`src/core/aos_pkg.sv`:
```
// Behaviour
// - Overflow sets sticky flag until branch/write.
// - No overflow leaves overflow flag untouched.
// - Negative flag copies result most significant bit on core operations, not on bus writes.
// - Six-bit counter counts only when mode zero.
// - Mode zero wraps, counts up/down per overflow.
// - Mode one loads saturation value on overflow.
// - Saturate instruction applies net counted overflow.
// - Listed shifts take count from multiplicand low nibble.
// - Loop flag high while repeat instructions execute.
package aos_pkg;

  localparam int          DATA_W       = 32;
  localparam int          ADDR_W       = 8;
  localparam int          OVC_W        = 6;
  localparam int          MPC_W        = 16;
  localparam int          SHCNT_W      = 4;

  // Register byte offsets.
  localparam logic [7:0]  OFS_ST0      = 8'h00;
  localparam logic [7:0]  OFS_ST1      = 8'h04;
  localparam logic [7:0]  OFS_RESULT   = 8'h08;
  localparam logic [7:0]  OFS_MPC      = 8'h0C;
  localparam logic [7:0]  OFS_IRQ_ST   = 8'h10;
  localparam logic [7:0]  OFS_IRQ_MASK = 8'h14;

  // Status register zero field positions.
  localparam int          ST0_OVF_BIT  = 0;
  localparam int          ST0_NEG_BIT  = 1;
  localparam int          ST0_OVM_BIT  = 2;
  localparam int          ST0_OVC_LSB  = 8;
  // Status register one field positions.
  localparam int          ST1_LOOP_BIT = 0;

  // Interrupt status bits.
  localparam int          IRQ_W        = 3;
  localparam int          IRQ_OVF_POS  = 0;
  localparam int          IRQ_OVF_NEG  = 1;
  localparam int          IRQ_SAT_DONE = 2;

  localparam logic [31:0] SAT_POS      = 32'h7FFFFFFF;
  localparam logic [31:0] SAT_NEG      = 32'h80000000;
  localparam logic [1:0]  RESP_OKAY    = 2'h0;
  localparam logic [1:0]  RESP_SLVERR  = 2'h2;

  typedef enum logic [2:0] {
    AOS_OP_NONE  = 3'h0,
    AOS_OP_ADD   = 3'h1,
    AOS_OP_SUB   = 3'h2,
    AOS_OP_SHIFT = 3'h3,
    AOS_OP_SAT   = 3'h4,
    AOS_OP_LOAD  = 3'h5
  } aos_op_e;

  typedef enum logic [1:0] {
    AOS_SH_ARITH_R = 2'h0,
    AOS_SH_LOGIC_L = 2'h1,
    AOS_SH_LOGIC_R = 2'h2,
    AOS_SH_RESULT_R = 2'h3
  } aos_shift_e;

  // One execute-stage command from the core.
  typedef struct packed {
    logic        valid;
    aos_op_e     op;
    aos_shift_e  shift;
    logic [31:0] operand;
  } aos_cmd_s;

  typedef struct packed {
    logic        loop_nz;
    logic        loop_z;
    logic        cond_branch;
    logic        mpc_load;
    logic [15:0] mpc_data;
  } aos_ctl_s;

endpackage

```
`src/core/aos_sat_calc.sv`:
```
`timescale 1ns/1ps
module aos_sat_calc
  import aos_pkg::*;
#(
  parameter int W = 32
) (
  // Operands
  input  wire logic [W-1:0] a,
  input  wire logic [W-1:0] b,
  input  wire logic         sub,
  // Result
  output logic      [W-1:0] sum,
  output logic              ovf_pos,
  output logic              ovf_neg
);
  initial begin
    if (W < 2) $error("width too small");
  end

  logic [W-1:0] bb;

  always_comb begin
    bb      = sub ? ~b : b;
    sum     = a + bb + {{(W-1){1'b0}}, sub};
    // Signed overflow when both operand signs agree and differ from sum.
    ovf_pos = ~a[W-1] & ~bb[W-1] & sum[W-1];
    ovf_neg = a[W-1] & bb[W-1] & ~sum[W-1];
  end
endmodule

```
`src/core/aos_shifter.sv`:
```
`timescale 1ns/1ps
module aos_shifter
  import aos_pkg::*;
#(
  parameter int W  = 32,
  parameter int CW = 4
) (
  // Inputs
  input  wire logic [W-1:0]  value,
  input  wire logic [CW-1:0] count,
  input  wire aos_pkg::aos_shift_e kind,
  // Output
  output logic      [W-1:0]  result
);
  initial begin
    if (CW >= 6) $error("count width too large");
  end

  always_comb begin
    case (kind)
      AOS_SH_ARITH_R:  result = $signed(value) >>> count;
      AOS_SH_LOGIC_L:  result = value << count;
      AOS_SH_LOGIC_R:  result = value >> count;
      default:         result = $signed(value) >>> count;
    endcase
  end
endmodule

```
`src/core/aos_top.sv`:
```
// Decided for this implementation: the address map and the AXI4-Lite slave port.
`timescale 1ns/1ps
module aos_top
  import aos_pkg::*;
(
  // Clock and reset
  input  wire logic                aclk,
  input  wire logic                aresetn,
  // Core execute interface
  input  wire aos_pkg::aos_cmd_s   cmd,
  input  wire aos_pkg::aos_ctl_s   ctl,
  // Write address channel
  input  wire logic [7:0]          s_axi_awaddr,
  input  wire logic                s_axi_awvalid,
  output logic                     s_axi_awready,
  // Write data channel
  input  wire logic [31:0]         s_axi_wdata,
  input  wire logic [3:0]          s_axi_wstrb,
  input  wire logic                s_axi_wvalid,
  output logic                     s_axi_wready,
  // Write response channel
  output logic [1:0]               s_axi_bresp,
  output logic                     s_axi_bvalid,
  input  wire logic                s_axi_bready,
  // Read address channel
  input  wire logic [7:0]          s_axi_araddr,
  input  wire logic                s_axi_arvalid,
  output logic                     s_axi_arready,
  // Read data channel
  output logic [31:0]              s_axi_rdata,
  output logic [1:0]               s_axi_rresp,
  output logic                     s_axi_rvalid,
  input  wire logic                s_axi_rready,
  // Status outputs
  output logic [31:0]              result_q,
  output logic                     overflow_flag,
  output logic                     negative_flag,
  output logic                     repeat_block_active_flag,
  output logic                     irq
);
  import aos_pkg::*;

  ////////////////////////////////////////////////////////////////////////////
  logic [31:0]       acc_r,     acc_nxt;
  logic              ovf_r,     ovf_nxt;
  logic              neg_r,     neg_nxt;
  logic              ovm_r,     ovm_nxt;
  logic [OVC_W-1:0]  ovc_r,     ovc_nxt;
  logic [MPC_W-1:0]  mpc_r,     mpc_nxt;
  logic              loop_r,    loop_nxt;
  logic [IRQ_W-1:0]  ist_r,     ist_nxt;
  logic [IRQ_W-1:0]  imask_r,   imask_nxt;
  logic              irq_r,     irq_nxt;

  logic [31:0]       add_sum;
  logic              add_pos;
  logic              add_neg;
  logic [31:0]       sh_res;
  logic [31:0]       sat_sum;
  logic [31:0]       ovc_ext;

  aos_sat_calc #(.W(DATA_W)) u_add (
    .a       (acc_r),
    .b       (cmd.operand),
    .sub     (cmd.op == AOS_OP_SUB),
    .sum     (add_sum),
    .ovf_pos (add_pos),
    .ovf_neg (add_neg)
  );

  // The counted wraps are folded back in units of two to the thirty-two,
  // so the net correction only decides which extreme, if any, applies.
  assign ovc_ext = {{(32-OVC_W){ovc_r[OVC_W-1]}}, ovc_r};

  aos_sat_calc #(.W(DATA_W)) u_satadd (
    .a       (acc_r),
    .b       (32'h00000000),
    .sub     (1'b0),
    .sum     (sat_sum),
    .ovf_pos (),
    .ovf_neg ()
  );

  aos_shifter #(.W(DATA_W), .CW(SHCNT_W)) u_sh (
    .value  (acc_r),
    .count  (mpc_r[SHCNT_W-1:0]),
    .kind   (cmd.shift),
    .result (sh_res)
  );

  ////////////////////////////////////////////////////////////////////////////
  // Bus slave state.
  logic              aw_hold_r, aw_hold_nxt;
  logic              w_hold_r,  w_hold_nxt;
  logic [7:0]        awaddr_r,  awaddr_nxt;
  logic [31:0]       wdata_r,   wdata_nxt;
  logic [3:0]        wstrb_r,   wstrb_nxt;
  logic              bvalid_r,  bvalid_nxt;
  logic [1:0]        bresp_r,   bresp_nxt;
  logic              rvalid_r,  rvalid_nxt;
  logic [1:0]        rresp_r,   rresp_nxt;
  logic [31:0]       rdata_r,   rdata_nxt;
  logic              wr_fire;
  logic              rd_fire;
  logic [31:0]       st0_view;
  logic [31:0]       st1_view;
  logic [31:0]       wmerge;
  logic [31:0]       wold;

  assign wr_fire = aw_hold_r & w_hold_r & ~bvalid_r;
  assign rd_fire = s_axi_arvalid & s_axi_arready;

  always_comb begin
    st0_view = 32'h00000000;
    st0_view[ST0_OVF_BIT] = ovf_r;
    st0_view[ST0_NEG_BIT] = neg_r;
    st0_view[ST0_OVM_BIT] = ovm_r;
    st0_view[ST0_OVC_LSB +: OVC_W] = ovc_r;
    st1_view = 32'h00000000;
    st1_view[ST1_LOOP_BIT] = loop_r;
  end

  always_comb begin
    if (awaddr_r == OFS_ST0) begin
      wold = st0_view;
    end else if (awaddr_r == OFS_RESULT) begin
      wold = acc_r;
    end else if (awaddr_r == OFS_MPC) begin
      wold = {16'h0000, mpc_r};
    end else if (awaddr_r == OFS_IRQ_MASK) begin
      wold = {29'h00000000, imask_r};
    end else begin
      wold = 32'h00000000;
    end
    for (int i = 0; i < 4; i++) begin
      wmerge[i*8 +: 8] = wstrb_r[i] ? wdata_r[i*8 +: 8] : wold[i*8 +: 8];
    end
  end

  always_comb begin
    aw_hold_nxt = aw_hold_r;
    w_hold_nxt  = w_hold_r;
    awaddr_nxt  = awaddr_r;
    wdata_nxt   = wdata_r;
    wstrb_nxt   = wstrb_r;
    bvalid_nxt  = bvalid_r;
    bresp_nxt   = bresp_r;
    if (s_axi_awvalid && s_axi_awready) begin
      aw_hold_nxt = 1'b1;
      awaddr_nxt  = s_axi_awaddr;
    end
    if (s_axi_wvalid && s_axi_wready) begin
      w_hold_nxt = 1'b1;
      wdata_nxt  = s_axi_wdata;
      wstrb_nxt  = s_axi_wstrb;
    end
    if (wr_fire) begin
      aw_hold_nxt = 1'b0;
      w_hold_nxt  = 1'b0;
      bvalid_nxt  = 1'b1;
      if (awaddr_r == OFS_ST0 || awaddr_r == OFS_RESULT || awaddr_r == OFS_MPC ||
          awaddr_r == OFS_IRQ_MASK || awaddr_r == OFS_ST1 || awaddr_r == OFS_IRQ_ST) begin
        bresp_nxt = RESP_OKAY;
      end else begin
        bresp_nxt = RESP_SLVERR;
      end
    end
    if (bvalid_r && s_axi_bready) begin
      bvalid_nxt = 1'b0;
    end
  end

  always_comb begin
    rvalid_nxt = rvalid_r;
    rresp_nxt  = rresp_r;
    rdata_nxt  = rdata_r;
    if (rd_fire) begin
      rvalid_nxt = 1'b1;
      rresp_nxt  = RESP_OKAY;
      if (s_axi_araddr == OFS_ST0) begin
        rdata_nxt = st0_view;
      end else if (s_axi_araddr == OFS_ST1) begin
        rdata_nxt = st1_view;
      end else if (s_axi_araddr == OFS_RESULT) begin
        rdata_nxt = acc_r;
      end else if (s_axi_araddr == OFS_MPC) begin
        rdata_nxt = {16'h0000, mpc_r};
      end else if (s_axi_araddr == OFS_IRQ_ST) begin
        rdata_nxt = {29'h00000000, ist_r};
      end else if (s_axi_araddr == OFS_IRQ_MASK) begin
        rdata_nxt = {29'h00000000, imask_r};
      end else begin
        rdata_nxt = 32'h00000000;
        rresp_nxt = RESP_SLVERR;
      end
    end else if (rvalid_r && s_axi_rready) begin
      rvalid_nxt = 1'b0;
    end
  end

  ////////////////////////////////////////////////////////////////////////////
  // Datapath and flags. A bus write to a register and a core update in the
  // same cycle resolve in favour of the core, the sticky flag included.
  logic ev_pos;
  logic ev_neg;
  logic ev_sat;

  always_comb begin
    acc_nxt   = acc_r;
    ovf_nxt   = ovf_r;
    neg_nxt   = neg_r;
    ovm_nxt   = ovm_r;
    ovc_nxt   = ovc_r;
    mpc_nxt   = mpc_r;
    imask_nxt = imask_r;
    ev_pos    = 1'b0;
    ev_neg    = 1'b0;
    ev_sat    = 1'b0;

    // Software side first, so that hardware events below win.
    if (wr_fire && awaddr_r == OFS_ST0) begin
      ovf_nxt = wmerge[ST0_OVF_BIT];
      neg_nxt = wmerge[ST0_NEG_BIT];
      ovm_nxt = wmerge[ST0_OVM_BIT];
      ovc_nxt = wmerge[ST0_OVC_LSB +: OVC_W];
    end
    if (wr_fire && awaddr_r == OFS_RESULT) begin
      acc_nxt = wmerge;
    end
    if (wr_fire && awaddr_r == OFS_MPC) begin
      mpc_nxt = wmerge[MPC_W-1:0];
    end
    if (wr_fire && awaddr_r == OFS_IRQ_MASK) begin
      imask_nxt = wmerge[IRQ_W-1:0];
    end
    if (ctl.cond_branch) begin
      ovf_nxt = 1'b0;
    end
    if (ctl.mpc_load) begin
      mpc_nxt = ctl.mpc_data;
    end

    if (cmd.valid) begin
      case (cmd.op)
        AOS_OP_ADD, AOS_OP_SUB: begin
          ev_pos = add_pos;
          ev_neg = add_neg;
          if ((add_pos || add_neg) && ovm_r) begin
            acc_nxt = add_pos ? SAT_POS : SAT_NEG;
          end else begin
            acc_nxt = add_sum;
          end
          if ((add_pos || add_neg) && !ovm_r) begin
            // Counting is suspended while saturation mode is on.
            if (add_pos) begin
              ovc_nxt = ovc_r + 6'h01;
            end else begin
              ovc_nxt = ovc_r - 6'h01;
            end
          end
          if (add_pos || add_neg) begin
            ovf_nxt = 1'b1;
          end
          // Without overflow the flag keeps whatever value it had.
          neg_nxt = acc_nxt[DATA_W-1];
        end
        AOS_OP_SHIFT: begin
          acc_nxt = sh_res;
          neg_nxt = sh_res[DATA_W-1];
        end
        AOS_OP_SAT: begin
          ev_sat = 1'b1;
          if (!ovc_ext[31] && ovc_r != 6'h00) begin
            acc_nxt = SAT_POS;
          end else if (ovc_ext[31]) begin
            acc_nxt = SAT_NEG;
          end else begin
            acc_nxt = sat_sum;
          end
          ovc_nxt = 6'h00;
          neg_nxt = acc_nxt[DATA_W-1];
        end
        AOS_OP_LOAD: begin
          acc_nxt = cmd.operand;
          neg_nxt = cmd.operand[DATA_W-1];
        end
        default: begin
          acc_nxt = acc_r;
        end
      endcase
    end
  end

  always_comb begin
    loop_nxt = ctl.loop_nz | ctl.loop_z;
    ist_nxt  = ist_r;
    if (rd_fire && s_axi_araddr == OFS_IRQ_ST) begin
      ist_nxt = {IRQ_W{1'b0}};
    end
    // Events set after the read clear, so a coincident event survives.
    if (ev_pos) ist_nxt[IRQ_OVF_POS] = 1'b1;
    if (ev_neg) ist_nxt[IRQ_OVF_NEG] = 1'b1;
    if (ev_sat) ist_nxt[IRQ_SAT_DONE] = 1'b1;
    irq_nxt = |(ist_nxt & imask_nxt);
  end

  ////////////////////////////////////////////////////////////////////////////
  always_ff @(posedge aclk) begin
    if (!aresetn) begin
      acc_r     <= 32'h00000000;
      ovf_r     <= 1'b0;
      neg_r     <= 1'b0;
      ovm_r     <= 1'b0;
      ovc_r     <= 6'h00;
      mpc_r     <= 16'h0000;
      loop_r    <= 1'b0;
      ist_r     <= 3'h0;
      imask_r   <= 3'h0;
      irq_r     <= 1'b0;
      aw_hold_r <= 1'b0;
      w_hold_r  <= 1'b0;
      awaddr_r  <= 8'h00;
      wdata_r   <= 32'h00000000;
      wstrb_r   <= 4'h0;
      bvalid_r  <= 1'b0;
      bresp_r   <= 2'h0;
      rvalid_r  <= 1'b0;
      rresp_r   <= 2'h0;
      rdata_r   <= 32'h00000000;
    end else begin
      acc_r     <= acc_nxt;
      ovf_r     <= ovf_nxt;
      neg_r     <= neg_nxt;
      ovm_r     <= ovm_nxt;
      ovc_r     <= ovc_nxt;
      mpc_r     <= mpc_nxt;
      loop_r    <= loop_nxt;
      ist_r     <= ist_nxt;
      imask_r   <= imask_nxt;
      irq_r     <= irq_nxt;
      aw_hold_r <= aw_hold_nxt;
      w_hold_r  <= w_hold_nxt;
      awaddr_r  <= awaddr_nxt;
      wdata_r   <= wdata_nxt;
      wstrb_r   <= wstrb_nxt;
      bvalid_r  <= bvalid_nxt;
      bresp_r   <= bresp_nxt;
      rvalid_r  <= rvalid_nxt;
      rresp_r   <= rresp_nxt;
      rdata_r   <= rdata_nxt;
    end
  end

  // Ready terms are registers' inverse; one write and one read in flight.
  assign s_axi_awready = ~aw_hold_r;
  assign s_axi_wready  = ~w_hold_r;
  assign s_axi_arready = ~rvalid_r;
  assign s_axi_bvalid  = bvalid_r;
  assign s_axi_bresp   = bresp_r;
  assign s_axi_rvalid  = rvalid_r;
  assign s_axi_rresp   = rresp_r;
  assign s_axi_rdata   = rdata_r;
  assign result_q      = acc_r;
  assign overflow_flag = ovf_r;
  assign negative_flag = neg_r;
  assign repeat_block_active_flag = loop_r;
  assign irq           = irq_r;
endmodule

```
`config.mk`:
```
export PLATFORM = sky130hd
export DESIGN_NAME = aos_top
export DESIGN_NICKNAME = d
export VERILOG_FILES = /design/src/core/aos_pkg.sv /design/src/core/aos_sat_calc.sv /design/src/core/aos_shifter.sv /design/src/core/aos_top.sv
export SDC_FILE = /design/constraint.sdc
export NUM_CORES = 1
export LEC_CHECK = 0
export BUFFER_PORTS_ARGS = -buffer_cell sky130_fd_sc_hd__buf_2
export CAP_MARGIN = 5
export CORE_MARGIN = 5
export CORE_UTILIZATION = 50
export DETAILED_ROUTE_END_ITERATION = 10
export PLACE_DENSITY = 0.8
export SLEW_MARGIN = 0
export SYNTH_ARGS = -nofsm -noshare
export SYNTH_HDL_FRONTEND = slang
export SYNTH_SLANG_ARGS = --single-unit
```
`constraint.sdc`:
```
create_clock -name aclk -period 4.9 [get_ports aclk]
set_input_delay 0.245 -clock aclk [delete_from_list [all_inputs] [get_ports aclk]]
set_output_delay 0.245 -clock aclk [all_outputs]
set_load 0.005 [all_outputs]
```
==> reports/results.ini, run 1 <==
[worst_setup_path]
arrival_ps=4790
path_buf_inv=2
cp_common_cell=a21oi_1
slowest_delay_ps=610
end_kind=flop
crit_type=input port to flop
r2r-start=result_q[10]
crit_fanout=34
critPathLaunchType=input port
cp_slowest_cell=or4b_2
required_ps=5270
crit_family=compound AO/OA/AOI/OAI gates
crit_chain=buf_2, or3b_2, buf_12, xnor2_1, ha_1, a211o_1, a21oi_1, a22oi_4, a32oi_2, o211ai_4, xor2_4, nand2_2, ha_1, a21oi_1, nand2_1, a21o_1, a21oi_1, xnor2_1, or4b_2, a41oi_1
crit_start=cmd[36]

[power_and_ir_drop]
ir_drop_uv=302
power.density_nw_per_um2=281
power_frac_seq=0.322
swShare=0.392
p_sw_w=0.00166
p_clk_frac=0.326
intPower_w=0.00257
leakage_nw=6.18
share_comb_of_total_power=0.352

[clock_network]
cts-buffers-inserted=17
root_buffer=clkbuf_16
cts_resized=0
clk_pin_slew_ps=80
clockBufferDepth=2
cts_tree=done
cts_max_level=4
cts_sinks=147
insertion_delay_ps=440

[placement]
postPlaceCellArea_sq_um=14500
gp_congestion=1.03
post-place-ws_ps=96.6
post-place-cells=2154
hpwl_microns=39300
io_buffer_count=191

[synth]
yosys_warnings=0
ys.flop_type=dfxtp_1
synth-seq-cells=147
synth_cell_type_count=82
synth_area_sq_um=12900
synthArstFlopShare=0
syn_area_per_cell_sq_um=7.67
synth_edf_count=0
synth_cells=1685
synth_seq_area_share=0.228

[timing]
setup_ws_ps=474
rsz0062_at_grt=false
fin_skew_ps=15.3
tightestPinTransition_ps=1210
final_max_slew_viol_count=0
max_slew_margin=0.191
tns_ps=0
hold_violations=0
finalSetupViolCount=0
fin_crit_sh=0.903
fmax_ghz=0.226
fin_crit_ps=4430

[floorplan]
start_util=0.510
dieArea_sq_um=29100
ios=194
rows=58
die_y_microns=171
die_w_microns=171
core_sq_um=25300

[hold_path]
hp-class=input port to flop
worstHoldStart=ctl[19]

[layout]
drive_gt1_frac=0.225
final_nets=2003
design_area_sq_um=15100
fin_util=0.595
instances_no_fill=2188
syn_to_final_growth_pct=16.7

[detailed_routing]
dr.pass1.iters=6
num_vias=14800
drt_iter0_drc=2145
wl_per_cell_microns=24.6
drt_wl_total_microns=53700
postRouteAntennaNets=0
drc=0
viasPerCell=6.75

[global_routing]
grt_max_degree=58
gr-total-overflow=0
antenna_found_initial=0
grt_pass1_wl_microns=81400
grt_usage=0.360
grt_pass1_vias=13800

[outcome]
outcome=finished, final reports clean

[run]
maxCapViolCount=0

power by group through the flow:
stage                     registers, W  logic (W)  clock network [W]
after CTS                      0.00136    0.00145            0.00138
after detailed placement       0.00138    0.00143                  0
after floorplan                0.00134   0.000950                  0
after global placement         0.00138    0.00142                  0
after global routing           0.00137    0.00160            0.00142
final                          0.00136    0.00149            0.00138
synthesized netlist by cell type, types with 18 or more instances:
cell	count	area, sq um
nor3_1	41	205
dfxtp_1	147	2940
o21ai_0	107	536
a21oi_1	218	1090
mux4_2	46	1040
nor2_1	183	687
mux2i_1	83	831
buf_1	20	75.1
clkbuf_1	117	439
ha_1	40	500
nand3_1	27	135
mux2_2	27	304
inv_1	25	93.8
xnor2_1	48	420
a31oi_1	27	169
a21o_1	28	210
a22oi_1	32	240
a211oi_1	18	135
nand4_1	20	125
nand2_1	181	679
area by class of cell:
type,count,area (sq um)
multi-input combinational,1362,9300
fill,2338,10300
inverter,25,95.1
clock inverter,13,135
antenna,1,2.50
sequential,147,2950
tap,330,413
timing repair buffer,291,1720
clock buffer,19,454
state kept, by name, summed over array words and instances, names as in the netlist, 4 cells and up:
register and count:
mpc_r 16, result_q 32, wstrb_r 4, wdata_r 32
ovc_r 6, s_axi_rdata 32, awaddr_r 8
through the flow:
stage,hold slack (ps),power (W)
6_report,18.0,0.00423
5_1_grt,46.3,0.00439
4_1_cts,21.8,0.00418
3_5_place_dp,441,0.00282
3_3_place_gp,428,0.00281
2_1_floorplan,344,0.00229
metal layers:
layer	routed length, microns	vias up	track usage
met5	0	-	0
met4	2870	0	0.167
met3	6150	171	0.0716
met2	24100	1063	0.565
met1	20700	6954	0.479
li1	-	6586	-
cell families (layout without fill, tap and decap cells):
| group | after synthesis | in the layout | synth area share |
|---|---|---|---|
| XOR/XNOR | 60 | 60 | 0.0421 |
| AND/OR/NAND/NOR | 524 | 524 | 0.179 |
| adder cells (fa/ha/maj) | 42 | 42 | 0.0418 |
| buffers and inverters | 177 | 348 | 0.0537 |
| AO/OA/AOI/OAI | 577 | 577 | 0.286 |
| multiplexers | 157 | 157 | 0.169 |
| other | 1 | 3 | 0.000290 |
| flip-flops | 147 | 147 | 0.228 |
final timing paths:
path,endpoint,slack (ps),cells after the start
hold reg to reg,wdata_r[23],460,2
setup / recovery,ovc_r[5],470,20
setup reg to reg,ovc_r[5],490,16
hold / removal,repeat_block_active_flag,20,3
what timing repair did:
action                                  4_1_cts  5_1_grt
endpoints found under the setup margin        0        0
endpoints found under the hold margin         1        0
setup buffers                                 0        0
hold buffers                                  1        0
worst reg2reg max path, cell delays in order, from the launching register on:
cell and delay [ps]:
dfxtp_1 840, ha_1 390, a21oi_1 190, o211ai_1 120, a31o_2 270, a32oi_2 260
o211ai_4 180, xor2_4 180, nand2_2 100, ha_1 320, a21oi_1 170, nand2_1 90
a21o_1 170, a21oi_1 160, xnor2_1 90, or4b_2 610, a41oi_1 210
cells in the final DEF (no fill, tap or decap), types with 20 or more instances in the layout:
cell,n
mux2i_1,83
inv_1,24
a31oi_1,27
ha_1,40
dfxtp_1,144
mux2_2,27
buf_4,98
nand3_1,27
a22oi_1,32
a21o_1,28
xnor2_1,48
nor2_1,182
nor3_1,40
nand2_1,180
a21oi_1,218
mux4_2,46
buf_2,191
nand4_1,20
o21ai_0,107
Note: power is estimated with default switching activity, not from simulation.
==> run 2: changes to the inputs <==
--- a/config.mk
+++ b/config.mk
@@ -7,6 +7,7 @@
 export LEC_CHECK = 0
 export BUFFER_PORTS_ARGS = -buffer_cell sky130_fd_sc_hd__buf_2
 export CAP_MARGIN = 5
+export CORE_ASPECT_RATIO = 1.75
 export CORE_MARGIN = 5
 export CORE_UTILIZATION = 50
 export DETAILED_ROUTE_END_ITERATION = 10
==> run 2 against run 1 <==
Fmax down 2.2%. Combinational power about the same. Clock-buffer cell count unchanged. Core utilization down 0.96 points. Cell count down 0.50%. Worst hold slack better by 2.7 ps. Critical endpoint unchanged. Largest power group unchanged.
==> reports/results.ini, run 2 (synthesis gave the netlist of run 1 again) <==
[clock_network]
cts_sinks=147
cts-buffers-inserted=17
clk_pin_slew_ps=70
cts_resized=0
root_buffer=clkbuf_16
clockBufferDepth=2
insertion_delay_ps=460
cts_max_level=4
cts_tree=done

[floorplan]
ios=194
core_sq_um=25800
start_util=0.501
rows=78
dieArea_sq_um=29300
die_w_microns=132
die_y_microns=223

[placement]
postPlaceCellArea_sq_um=14500
gp_congestion=1.06
io_buffer_count=191
hpwl_microns=42300
post-place-ws_ps=-9.00

[worst_setup_path]
crit_start=cmd[36]
crit_family=compound AO/OA/AOI/OAI gates
required_ps=5280
cp_slowest_cell=or4b_2
r2r-start=result_q[16]
end_kind=flop
path_buf_inv=2
crit_type=input port to flop
crit_fanout=34
arrival_ps=4900
slowest_delay_ps=620
critPathLaunchType=input port
r2r_slack_ps=580
crit_chain=buf_2, or3b_2, buf_12, xnor2_1, ha_1, o21ai_0, a21boi_0, a31o_2, a32oi_2, o211ai_4, xor2_4, nand2_2, ha_1, a21oi_1, nand2_1, a21o_1, a21oi_1, xnor2_1, or4b_2, a41oi_1

[hold_path]
hp-class=input port to flop
worstHoldStart=ctl[7]

[timing]
fin_skew_ps=17.3
rsz0062_at_grt=false
fin_crit_sh=0.923
setup_ws_ps=375
hold_violations=0
final_max_slew_viol_count=0
fin_crit_ps=4520
fmax_ghz=0.221
tightestPinTransition_ps=1310
hold_ws_ps=20.6
max_slew_margin=0.114
finalSetupViolCount=0

[detailed_routing]
dr.pass1.iters=5
wl_per_cell_microns=26.0
num_vias=14600
drt_iter0_drc=1408
drc=0
postRouteAntennaNets=0
drt_wl_total_microns=56600
viasPerCell=6.70

[global_routing]
antenna_found_initial=1
grt_max_degree=66
grt_usage=0.373
grt_pass1_wl_microns=84500
grt_pass1_vias=14200
gr-total-overflow=0

[layout]
register_area_sq_um=2950
antenna_cells=0
fin_util=0.585
final_nets=2003
final_cell_mix=a21oi_1, buf_2, nor2_1
fillers=2466
layout_commonest_cell=a21oi_1
design_area_sq_um=15100
syn_to_final_growth_pct=16.8
drive_gt1_frac=0.224
multi_input_area_sq_um=9300

[outcome]
outcome=finished, final reports clean

[power_and_ir_drop]
power.density_nw_per_um2=282
leakage_nw=6.19
ir_drop_uv=349
power_w=0.00425

[run]
maxCapViolCount=0

[run 2: cell count changes in the layout (fill, tap and decap cells not counted), sizes merged]
cell / previous run / this run
clkinv: 6 / 3
buf: 290 / 288
clkinvlp: 1 / 3
dlygate4sd3: 1 / 3
bufinv: 0 / 1
diode: 1 / 0
[run 2: metal layers]
metal / wire length [microns] / track usage / vias up
met3: 3950 / 0.0607 / 275
met4: 6450 / 0.354 / 2
met5: 13 / 0 / -
met1: 18700 / 0.384 / 6894
li1: - / - / 6587
met2: 27400 / 0.632 / 827
[run 2: per-stage QoR]
stage | setup TNS, ps | cells
2_1_floorplan | 0 | 1686
3_3_place_gp | 0 | 2142
3_5_place_dp | -9.00 | 2142
4_1_cts | 0 | 2177
5_1_grt | 0 | 2177
6_report | 0 | 2177
[run 2: worst register-to-register path: stages, from the launching register on]
cell and delay [ps]:
dfxtp_1 660, ha_1 390, a21o_1 200, a21o_1 180, a21oi_1 280, o22a_1 250
o211ai_4 160, xor2_4 180, nand2_2 110, ha_1 320, a21oi_1 140, nand2_1 90
a21o_1 170, a21oi_1 190, xnor2_1 100, or4b_2 620, a41oi_1 200
[run 2: cell type report]
class | instances | area share
timing repair buffer | 291 | 0.115
clock inverter | 13 | 0.00904
tap | 320 | 0.0265
clock buffer | 19 | 0.0308
multi-input combinational | 1362 | 0.616
inverter | 25 | 0.00630
sequential | 147 | 0.196
[run 2: timing repair]
item / 4_1_cts / 5_1_grt
endpoints found under the hold margin: 2 / 0
setup buffers: 0 / 0
hold buffers: 3 / 0
[run 2: power breakdown]
group | total (W) | leakage (nW) | switching, W | internal [W]
combinational | 0.00151 | 4.70 | 0.000894 | 0.000612
clock | 0.00138 | 0.287 | 0.000621 | 0.000759
sequential | 0.00137 | 1.20 | 0.000109 | 0.00126
total | 0.00425 | 6.19 | 0.00162 | 0.00263
[run 2: final timing paths]
kind / to / cells after the start
setup / recovery: ovc_r[5] / 20
hold / removal: mpc_r[7] / 3
setup reg to reg: ovc_r[5] / 16
hold reg to reg: wdata_r[26] / 2
==> run 3: changes to the inputs <==
--- a/config.mk
+++ b/config.mk
@@ -11,8 +11,9 @@
 export CORE_MARGIN = 5
 export CORE_UTILIZATION = 50
 export DETAILED_ROUTE_END_ITERATION = 10
-export PLACE_DENSITY = 0.8
+export PLACE_DENSITY = 0.79
 export SLEW_MARGIN = 0
 export SYNTH_ARGS = -nofsm -noshare
 export SYNTH_HDL_FRONTEND = slang
+export SYNTH_HIERARCHICAL = 1
 export SYNTH_SLANG_ARGS = --single-unit
==> run 3 against run 2 <==
Non-clock buffer count down 43. Total power increased by 14%. Worst hold slack got worse by 9.5 ps. Critical endpoint is now result_q[5].
==> reports/results.ini, run 3 <==
[worst_setup_path]
required_ps=5210
crit_type=input port to flop
arrival_ps=4650
crit_family=simple AND/OR/NAND/NOR gates
path_buf_inv=4
crit_path_end=result_q[5]
slowest_delay_ps=430
cp_slowest_cell=ha_1
crit_cells=19
critPathLaunchType=input port
reg2regPathDepth=14
end_kind=flop
r2r_end=result_q[5]
r2r-start=result_q[24]
crit_fanout=32
crit_chain=buf_2, nor2b_1, nor2b_4, buf_12, xor2_1, ha_1, nand4_1, nor3b_1, o2bb2ai_1, o21a_1, nand4_1, and4_1, buf_4, o21ai_2, buf_4, nand2_1, a22oi_1, a211oi_1, a2111oi_0
r2r_slack_ps=620
crit_start=cmd[35]

[layout]
syn_to_final_growth_pct=11.7
drive_gt1_frac=0.180
fillers=3048
final_nets=2442
final_cell_mix=nand2_1, a21oi_1, buf_2
design_area_sq_um=17700
layout_commonest_cell=nand2_1

[placement]
hpwl_microns=54000
gp_congestion=1.06
io_buffer_count=191
postPlaceCellArea_sq_um=17200

[detailed_routing]
dr.pass1.iters=9
wl_per_cell_microns=26.7
drt_wl_total_microns=71200
postRouteAntennaNets=0
drc=0
viasPerCell=6.75
drt_iter0_drc=1989
num_vias=18000

[timing]
tightestPinTransition_ps=1220
max_slew_margin=0.183
fin_crit_ps=4340
rsz0062_at_grt=false
finalSetupViolCount=0
fin_skew_ps=17.9
fmax_ghz=0.230
tns_ps=0
fin_crit_sh=0.886
final_max_slew_viol_count=0
hold_violations=0

[synth]
syn_area_per_cell_sq_um=7.51
synth_area_sq_um=15900
synth_cells=2117
yosys_warnings=6

[clock_network]
root_buffer=clkbuf_16
cts-buffers-inserted=17
insertion_delay_ps=450
cts_resized=0
post_cts_buffers=0
clk_pin_slew_ps=60
clockBufferDepth=2
cts_max_level=4
hold_buffers=0
cts_tree=done
cts_sinks=147

[global_routing]
grt_max_degree=76
antenna_found_initial=1
grt_usage=0.387
grt_pass1_vias=17200
grt_pass1_wl_microns=104000
gr-total-overflow=0

[floorplan]
start_util=0.506
die_w_microns=145
rows=86
dieArea_sq_um=35600
core_sq_um=31400
ios=194
die_y_microns=246

[hold_path]
hp-class=input port to flop

[power_and_ir_drop]
ir_drop_uv=351
power.density_nw_per_um2=274
leakage_nw=7.76

[run]
maxCapViolCount=0

[outcome]
outcome=finished, final reports clean

run 3: changes by cell type in the layout (fill, tap and decap cells not counted), moves of 29 or more:
cell / previous run / this run
o21ai_1: 3 / 56
xor2_1: 11 / 85
nand2_1: 180 / 275
conb_1: 2 / 36
ha_1: 40 / 69
buf_4: 95 / 56
run 3: layout make-up:
class / count / area (sq um) / share of cell area
clock inverters: 10 / 125 / 0.00705
multi-input cells: 1795 / 12100 / 0.684
diodes: 1 / 2.50 / 0.000141
flip-flops and latches: 147 / 2950 / 0.166
clock buffers: 22 / 464 / 0.0262
inverters: 44 / 165 / 0.00931
well taps: 396 / 495 / 0.0279
repair buffers: 248 / 1400 / 0.0787
run 3: how the worst min path moves through the flow:
stage,from,end,slack [ps],cells after the start
after global placement,s_axi_rdata[14],s_axi_rdata[14],440,2
after detailed placement,s_axi_rdata[6],s_axi_rdata[6],440,2
final,ctl[19],repeat_block_active_flag,10,3
after global routing,s_axi_wdata[9],wdata_r[9],50,3
after floorplan,s_axi_awvalid,aw_hold_r,360,2
after CTS,ctl[19],repeat_block_active_flag,10,3
run 3: worst min-delay path: cells and delay by family:
| family | cells | cell delay (ps) |
|---|---|---|
| AND/OR/NAND/NOR | 2 | 90 |
| buffers and inverters | 1 | 80 |
run 3: metal layers:
layer  wire, microns  GRT usage
met1           24200      0.431
met5               0          0
met4            7680      0.322
met2           32900      0.622
met3            6480     0.0773
run 3: power by group:
part	total [W]	internal, W	switching [W]
clock network	0.00133	0.000782	0.000547
registers	0.00138	0.00126	0.000116
logic	0.00215	0.000780	0.00137
run 3: metrics by stage:
step                      cells  utilization  worst slack (ps)  hold WS, ps  power, W
after floorplan            2152            -               186          361   0.00276
after global placement     2630        0.546               429          440   0.00341
after detailed placement   2630        0.546               233          443   0.00343
after CTS                  2662        0.565               665         12.1   0.00474
after global routing       2662        0.565               321         46.0   0.00502
final                      2663        0.565               557         11.1   0.00486
